--- config.mk ---
export PLATFORM = sky130hd
export DESIGN_NAME = ppfc_top
export DESIGN_NICKNAME = d
export VERILOG_FILES = /design/src/core/ppfc_pkg.sv /design/src/core/ppfc_pin_cell.sv /design/src/core/ppfc_top.sv
export SDC_FILE = /design/constraint.sdc
export NUM_CORES = 1
export LEC_CHECK = 0
export BUFFER_PORTS_ARGS = -buffer_cell sky130_fd_sc_hd__clkbuf_2
export CORE_UTILIZATION = 46
export CTS_CLUSTER_DIAMETER = 150
export CTS_CLUSTER_SIZE = 10
export DETAILED_ROUTE_END_ITERATION = 10
export PLACE_DENSITY = 0.75
export REMOVE_ABC_BUFFERS = 1
export SETUP_SLACK_MARGIN = 0.4
export SLEW_MARGIN = 20
export SYNTH_ARGS = -nofsm -noshare
export SYNTH_HDL_FRONTEND = slang
export SYNTH_SLANG_ARGS = --single-unit
--- constraint.sdc ---
create_clock -name clk_i -period 2.03 [get_ports clk_i]
set_clock_uncertainty 0.1 [all_clocks]
set_input_delay 0.1015 -clock clk_i [delete_from_list [all_inputs] [get_ports clk_i]]
set_output_delay 0.1015 -clock clk_i [all_outputs]
set_load 0.005 [all_outputs]
--- src/core/ppfc_pkg.sv ---
package ppfc_pkg;

  localparam logic [3:0] PPFC_ADR_P4_DATA    = 4'h0;
  localparam logic [3:0] PPFC_ADR_P5_DATA    = 4'h1;
  localparam logic [3:0] PPFC_ADR_P6_DATA    = 4'h2;
  localparam logic [3:0] PPFC_ADR_P7_DATA    = 4'h3;
  localparam logic [3:0] PPFC_ADR_P8_DATA    = 4'h4;
  localparam logic [3:0] PPFC_ADR_P9_DATA    = 4'h5;
  localparam logic [3:0] PPFC_ADR_P4_DIR     = 4'h6;
  localparam logic [3:0] PPFC_ADR_P5_DIR     = 4'h7;
  localparam logic [3:0] PPFC_ADR_P6_DIR     = 4'h8;
  localparam logic [3:0] PPFC_ADR_P7_DIR     = 4'h9;
  localparam logic [3:0] PPFC_ADR_P8_DIR     = 4'hA;
  localparam logic [3:0] PPFC_ADR_P9_DIR     = 4'hB;
  localparam logic [3:0] PPFC_ADR_ANA_GROUP  = 4'hC;
  localparam logic [3:0] PPFC_ADR_EXTRA_CTRL = 4'hD;
  localparam logic [3:0] PPFC_ADR_MODE_A     = 4'hE;
  localparam logic [3:0] PPFC_ADR_PIN_LEVEL  = 4'hF;

  localparam int PPFC_NPORT      = 6;
  localparam int PPFC_ADR_LSB    = 2;
  localparam int PPFC_DIR_BASE   = 6;
  localparam int PPFC_P4         = 0;
  localparam int PPFC_P5         = 1;
  localparam int PPFC_P7         = 3;
  localparam int PPFC_BIT_P4_ANA = 1;
  localparam int PPFC_BIT_P5_ANA = 2;
  localparam int PPFC_BIT_SO_OD  = 2;
  localparam int PPFC_BIT_PU_EN  = 3;
  localparam int PPFC_BIT_SO_SEL = 0;

  localparam logic [3:0] PPFC_DATA_RST  = 4'hF;
  localparam logic [3:0] PPFC_DIR_RST   = 4'h0;
  localparam logic [2:0] PPFC_ANA_RST   = 3'h0;
  localparam logic [3:0] PPFC_CTRL_RST  = 4'h0;
  localparam logic [3:0] PPFC_P7_MASK   = 4'h7;
  localparam logic [3:0] PPFC_NIB_ZERO  = 4'h0;
  localparam logic [31:0] PPFC_WORD_ZERO = 32'h0000_0000;

  typedef struct packed {
    logic [3:0] pmos_on;
    logic [3:0] nmos_on;
    logic [3:0] pullup_on;
  } ppfc_drive_type;

endpackage

--- src/core/ppfc_pin_cell.sv ---
`timescale 1ns/1ps
module ppfc_pin_cell
  import ppfc_pkg::*;
(
  input  wire logic           analog_i,
  input  wire logic           pu_en_i,
  input  wire logic           od_i,
  input  wire logic [3:0]     dir_i,
  input  wire logic [3:0]     data_i,
  output ppfc_drive_type      drive_o
);

  wire logic [3:0] port_out = analog_i ? PPFC_NIB_ZERO : dir_i;

  assign drive_o.nmos_on   = port_out & ~data_i;
  assign drive_o.pmos_on   = od_i ? PPFC_NIB_ZERO : (port_out & data_i);
  // Pull-up ignores the analog select, so software must clear data first.
  assign drive_o.pullup_on = pu_en_i ? data_i : PPFC_NIB_ZERO;

endmodule

--- src/core/ppfc_top.sv ---
`timescale 1ns/1ps
// Functional notes
// - Port four group select high makes all four pins analog inputs four to seven.
// - Port five group select high makes all four pins analog inputs eight to eleven.
// - Port six pins: direction bit 0 input, 1 output.
// - Port seven bits 0 to 2: direction bit 0 input, 1 output.
// - Port eight pins: direction bit 0 input, 1 output.
// - Port nine pins: direction bit 0 input, 1 output.
// - Serial output open-drain bit makes the serial data pin drive only low.
// - Selecting analog never switches off a pull-up that is enabled with data 1.
// - Reset sets every output data bit to 1.
// - Direction 1 drives data through NMOS or PMOS; direction 0 both off.
// - Pull-up on exactly when pull-up enable and data bit are both 1.
// - Analog selection turns both drivers off regardless of direction and data.
// - Open-drain pins: direction 0 float, data 0 low, data 1 float; port pins here are push-pull (od_i tied to 0).
// - Group select register is write-only and resets to 0.
module ppfc_top
  import ppfc_pkg::*;
(
  input  wire logic                  clk_i,
  input  wire logic                  rst_i,
  input  wire logic                  wb_cyc_i,
  input  wire logic                  wb_stb_i,
  input  wire logic                  wb_we_i,
  input  wire logic [5:0]            wb_adr_i,
  input  wire logic [3:0]            wb_sel_i,
  input  wire logic [31:0]           wb_dat_i,
  output logic      [31:0]           wb_dat_o,
  output logic                       wb_ack_o,
  input  wire logic [23:0]           pin_i,
  output logic      [23:0]           pin_o,
  output logic      [23:0]           pin_oe_o,
  output logic      [23:0]           pullup_o,
  output logic      [7:0]            analog_en_o,
  input  wire logic                  so_func_i,
  input  wire logic                  so_pin_i,
  output logic                       so_pin_o,
  output logic                       so_pin_oe_o,
  output logic                       so_sel_o
);

  logic [3:0]  data_r [PPFC_NPORT];
  logic [3:0]  dir_r  [PPFC_NPORT];
  logic [2:0]  ana_r;
  logic [3:0]  ctrl_r;
  logic [3:0]  mode_r;
  logic [23:0] level_r;
  logic        ack_r;
  logic [31:0] rdat_nxt;

  ppfc_drive_type drv [PPFC_NPORT];
  logic [23:0] pin_nxt;
  logic [23:0] oe_nxt;
  logic [23:0] pu_nxt;

  function automatic logic [3:0] ppfc_mask_fn(input int idx);
    ppfc_mask_fn = (idx == PPFC_P7) ? PPFC_P7_MASK : PPFC_DATA_RST;
  endfunction

  wire logic [3:0] reg_idx  = wb_adr_i[5:2];
  wire logic       req      = wb_cyc_i & wb_stb_i & ~ack_r;
  wire logic       wr_en    = req & wb_we_i & wb_sel_i[0];
  wire logic       pu_en    = ctrl_r[PPFC_BIT_PU_EN];
  wire logic       so_od    = ctrl_r[PPFC_BIT_SO_OD];
  wire logic       p4_ana   = ana_r[PPFC_BIT_P4_ANA];
  wire logic       p5_ana   = ana_r[PPFC_BIT_P5_ANA];

  genvar g;
  generate
    for (g = 0; g < PPFC_NPORT; g = g + 1) begin : g_port
      wire logic analog = (g == PPFC_P4) ? p4_ana : ((g == PPFC_P5) ? p5_ana : 1'b0);
      ppfc_pin_cell u_cell (
        .analog_i (analog),
        .pu_en_i  (pu_en),
        .od_i     (1'b0),
        .dir_i    (dir_r[g] & ppfc_mask_fn(g)),
        .data_i   (data_r[g] & ppfc_mask_fn(g)),
        .drive_o  (drv[g])
      );
      // Push-pull pads: pin level follows PMOS, enable when either driver is on.
      assign pin_nxt[4*g+3:4*g] = drv[g].pmos_on;
      assign oe_nxt[4*g+3:4*g]  = drv[g].pmos_on | drv[g].nmos_on;
      assign pu_nxt[4*g+3:4*g]  = drv[g].pullup_on;
    end
  endgenerate

  // Serial data pin: open drain drives only low, both for port and serial use.
  wire logic so_level = mode_r[PPFC_BIT_SO_SEL] ? so_func_i : 1'b1;
  wire logic so_oe    = so_od ? ~so_level : 1'b1;

  always_comb begin
    rdat_nxt = PPFC_WORD_ZERO;
    if (reg_idx < PPFC_DIR_BASE) begin
      rdat_nxt[3:0] = data_r[reg_idx[2:0]];
    end else if (reg_idx < PPFC_ADR_ANA_GROUP) begin
      rdat_nxt[3:0] = dir_r[reg_idx[2:0] - 3'(PPFC_DIR_BASE)];
    end else if (reg_idx == PPFC_ADR_EXTRA_CTRL) begin
      rdat_nxt[3:0] = ctrl_r;
    end else if (reg_idx == PPFC_ADR_MODE_A) begin
      rdat_nxt[3:0] = mode_r;
    end else if (reg_idx == PPFC_ADR_PIN_LEVEL) begin
      rdat_nxt[23:0] = level_r;
    end
    // Group select reads as zero: write-only.
  end

  always_ff @(posedge clk_i) begin
    if (rst_i) begin
      for (int i = 0; i < PPFC_NPORT; i++) begin
        data_r[i] <= PPFC_DATA_RST;
        dir_r[i]  <= PPFC_DIR_RST;
      end
      ana_r  <= PPFC_ANA_RST;
      ctrl_r <= PPFC_CTRL_RST;
      mode_r <= PPFC_CTRL_RST;
    end else if (wr_en) begin
      if (reg_idx < PPFC_DIR_BASE) begin
        data_r[reg_idx[2:0]] <= wb_dat_i[3:0];
      end else if (reg_idx < PPFC_ADR_ANA_GROUP) begin
        dir_r[reg_idx[2:0] - 3'(PPFC_DIR_BASE)] <= wb_dat_i[3:0];
      end else if (reg_idx == PPFC_ADR_ANA_GROUP) begin
        ana_r <= wb_dat_i[2:0];
      end else if (reg_idx == PPFC_ADR_EXTRA_CTRL) begin
        ctrl_r <= wb_dat_i[3:0];
      end else if (reg_idx == PPFC_ADR_MODE_A) begin
        mode_r <= wb_dat_i[3:0];
      end
    end
  end

  always_ff @(posedge clk_i) begin
    if (rst_i) begin
      ack_r       <= 1'b0;
      wb_dat_o    <= PPFC_WORD_ZERO;
      pin_o       <= 24'h000000;
      pin_oe_o    <= 24'h000000;
      pullup_o    <= 24'h000000;
      analog_en_o <= 8'h00;
      so_pin_o    <= 1'b0;
      so_pin_oe_o <= 1'b0;
      so_sel_o    <= 1'b0;
      level_r     <= 24'h000000;
    end else begin
      ack_r       <= req;
      wb_dat_o    <= req ? rdat_nxt : PPFC_WORD_ZERO;
      pin_o       <= pin_nxt;
      pin_oe_o    <= oe_nxt;
      pullup_o    <= pu_nxt;
      analog_en_o <= {{4{p5_ana}}, {4{p4_ana}}};
      so_pin_o    <= so_od ? 1'b0 : so_level;
      so_pin_oe_o <= so_oe;
      so_sel_o    <= mode_r[PPFC_BIT_SO_SEL];
      level_r     <= pin_i;
    end
  end

  assign wb_ack_o = ack_r;

  // The serial pin input is kept for a port-mode read path; nothing samples it yet.
  wire logic unused_so = so_pin_i;

endmodule

# Word level (Yosys, flattened, before mapping)
# Memory sizes are Yosys's and may differ from the RTL's.
# Index checks and enable logic that the tools add are counted.
# classes
n_addsub,1
magnitude_cmp,2
n_eq_ne,4
muxes,26
bitwise_logic,37
reduce_logical,9
# ops
op,count
$and 4x4->4,10
$mux 4,8
$mux 24,1
$or 4x4->4,6
$not 4->4,5
$eq 4x4->1 const B,4
$mux 1,15
$not 1->1,9
$reduce_or 4->1,2
$reduce_or 7->1,1
$mux 3,2
$reduce_and 6->1,1
$reduce_or 2->1,3
$reduce_and 5->1,1
$and 1x1->1,4
$and 3x4->4,1
$lt 4x3->1 const B,1
$lt 4x4->1 const B,1
$not 3->4,1
$reduce_and 4->1,1
$and 3x3->3,1
$sub 3x3->3 const B,1
# totals
reg_bits,148
ramBits,48
in_bits,73
output_inout_bits,116
memories,2
# mem_list
memory,depth,word_bits,rd,rd_ports_with_merged_regs,wr,line,rtl
data_r,6,4,7,0,6,ppfc_top.sv:42,logic [3:0] data_r [PPFC_NPORT];
dir_r,6,4,7,0,6,ppfc_top.sv:43,logic [3:0] dir_r [PPFC_NPORT];

# Depth between registers and ports, before layout
# logic_depth
word_depth,9
mapped_depth,8
ltp_nobuf,6

# By module
# Synthesis repeated with hierarchy kept, for this count alone.
# unflattened
cells_unflattened,645
area_unflattened_um2,7447.1
# modules_own_cells
module,n_inst,cells_each,area_each_um2
ppfc_top,1,573,6816.5
ppfc_pin_cell,6,12,105.1

# Least setup slack after synthesis
# No wires, ideal clock.
# synth_path
path_type,input -> register
start,input port wb_adr_i[3]
end,memory dir_r[0][0] (enable)
setup_ns,0.338
arrival_ns,1.645
t_required_ns,1.592
path_slack_ns,-0.052
path_stages,7
path_cell_list,buf_4 buf_2 inv_1 ha_1 nand2b_1 a2111o_1 o21bai_1
# synth_rtl
item,line,rtl
start: declaration,ppfc_top.sv:25,"input wire logic [5:0] wb_adr_i,"
end: declaration,ppfc_top.sv:43,

==> impl_results.md <==
- Setup tns final: 0 ns
- Leakage: 3.68 nW
- Post-placement cell count: 853
- Largest net degree at the start of global routing: 71
- Worst Path Max Fanout: 4
- Vias after detailed routing: 4563
- Synth warnings: 0
- Crit path to: dir_r[2][1]
- Max Clk Rate: 0.568 GHz
- Most frequent cells in the layout: clkbuf_2, dfxtp_1, and2_1
- Starting density of the core: 0.480
- I/O pin count: 189
- Final setup violation count: 0
- CTS Root Cell: clkbuf_16
- Worst Setup SP: wb_ack_o
- Seq cells post-synth: 189
- Grt met2 use: 0.351
- DP HPWL: 10500 um
- Residual DRC: 0
- Routing usage on met3: 0.0489
- # Max-Cap Violations: 0
- GR peak layer: met2
- Synth unique cells: 55
- Final worst path period need: 1.76 ns
- Vias in the first global route: 4367
- Clock transition at the registers of the reported paths: 0.07 ns
- Hold Path Cell Cnt: 5
- Critical path data arrival time: 1.81 ns
- Nature of the critical path endpoint: flop
- Reg-to-reg startpoint: wb_ack_o
- Die height: 123 um
- Status: completed
- Total grt overflow: 0
- Reg2reg path depth: 4
- Share of cells above drive strength 1: 0.343
- Hold crit path type: primary input to flop
- Mapped cell area: 6760 um2
- Core Region: 14100 um2
- Worst path required time: 2.08 ns
- Die area: 15200 um2
- CTS H-tree lvls: 4
- Clk_lat worst skew: 0.43 ns
- Area Growth Syn to Fin: 30.0%
- Average size of a mapped cell: 12.6 um2
- Post-synthesis async set-or-reset flop share: 0
- Detailed Routing Iterations Pass 1: 5
- CTS tree: yes
- HP Start: wb_adr_i[5]
- Commonest non-fill, non-tap cell in the layout: clkbuf_2
- Total wire length: 15300 um
- Sequential fraction of the synthesis area: 0.642
- Deepest clock path buffer count: 2
- Clock Sinks: 189
- Diodes inserted: 0
- Detail Route Antenna Nets: 0
- WHS: 0.0797 ns
- Crit start category: flop
- First-pass GRT wire length: 22900 um
- TritonCTS Buffers: 17
- Least-Margin Pin Slew: 0.774 ns
- PD cells: 885 nW/um2
- Fillers: 1107
- Initial antenna violation count: 0
- Rel. slew slack: 0.484
- Worst setup path class: flop to flop
- Post-synth EDFFs: 56
- Final Hold Violating Endpoints: 0
- GP Congestion: 0.912
- Non-filler instance count after layout: 920
- Global Route Usage Sum: 0.207
- Core Util, Final: 0.624
- RSZ-0062 raised after global routing: yes
- Die width: 123 um
- Cell Rows: 43
- Average wire per standard cell: 16.6 um
- Synth Instances: 536
- 1st-iter DRT viols: 167
- Final nets: 801
- Final worst-path cycle share: 0.868
- Top FF cell, synth: dfxtp_1
- Global Route met1 Usage: 0.255
- Max-slew violations: 0
- Vias/cell: 4.96
- Max VDD drop: 561 uV
- Register-to-register setup slack: 0.27 ns
- RR Endpoint: dir_r[2][1]
- Port Buf Inserts: 143
-- flip-flops by register name, summed over array words and instances, names as in the netlist, 23 cells and up --
register  count
pin_oe_o     23
level_r      24
dir_r        32
pin_o        23
pullup_o     23
wb_dat_o     24
data_r       24
-- synth_stat cells (5+ instances only) --
cell      number  area, um2
edfxtp_1      56       1680
mux2i_1       22        220
nor2b_1       47        294
buf_4         20        150
nor2_1        32        120
or2_1          6       37.5
nor3_1         5       25.0
dfxtp_1      133       2660
and2_1        78        488
nand2b_1      21        131
and3_1         9       56.3
clkbuf_1      16       60.1
mux4_2         8        180
nand2_1        7       26.3
-- final cells by class --
type / instances / area, um2 / area share
Sequential cell: 189 / 4350 / 0.494
Multi-Input combinational cell: 311 / 2310 / 0.263
Timing Repair Buffer: 205 / 1300 / 0.148
Clock buffer: 19 / 464 / 0.0528
Tap cell: 180 / 225 / 0.0256
Clock inverter: 13 / 136 / 0.0155
Inverter: 3 / 13.8 / 0.00157
-- per-layer routing --
metal / wire (um) / part of all wire
met1: 6500 / 0.43
met2: 7530 / 0.49
met3: 1030 / 0.067
met4: 235 / 0.015
met5: 0 / 0
-- per-stage QoR --
| step | worst slack, ns | instance area [um2] | power [mW] |
|---|---|---|---|
| detailed placement | 0.0875 | 7720 | 4.50 |
| global route | 0.200 | 8790 | 8.04 |
| finish | 0.268 | 8790 | 7.78 |
| floorplan | 0.105 | 6540 | 4.25 |
| global placement | 0.138 | 7720 | 4.49 |
| CTS | 0.317 | 8710 | 7.84 |
-- critical path, stage by stage (launching register included) --
cell and delay [ns]:
dfxtp_2 0.33, nand4bb_4 0.29, a2111o_1 0.44, nor2_4 0.17, or2_4 0.15
-- how the worst min path moves through the flow --
stage / to / slack (ns)
detailed placement: level_r[18] / 0.21
global route: ana_r[2] / 0.10
global placement: level_r[6] / 0.21
finish: ana_r[1] / 0.08
floorplan: analog_en_o[3] / 0.07
CTS: wb_dat_o[3] / 0.05
-- what timing repair did --
| action | CTS | global route |
|---|---|---|
| resized for setup | 20 | 15 |
| gates cloned | 0 | 0 |
| hold endpoints to repair | 28 | 0 |
| setup endpoints to repair | 123 | 96 |
| hold buffers | 27 | 0 |
| setup buffers | 5 | 3 |
| pin swaps | 12 | 8 |
-- logic make-up (layout without fill, tap and decap cells) --
group,count (synthesis),in the layout,synth area share
AOI/OAI and AO/OA,34,34,0.0392
adders and majority gates,1,1,0.00185
buffers and inverters,46,240,0.0396
DFF,189,189,0.642
muxes,32,32,0.0625
other,1,11,0.000555
and+or+nand+nor,233,233,0.214
-- power by group --
group          switching, mW  internal [mW]
clock                   1.54           1.76
sequential            0.0392           3.97
combinational          0.250          0.227
Note: power is estimated with default switching activity, not from simulation.
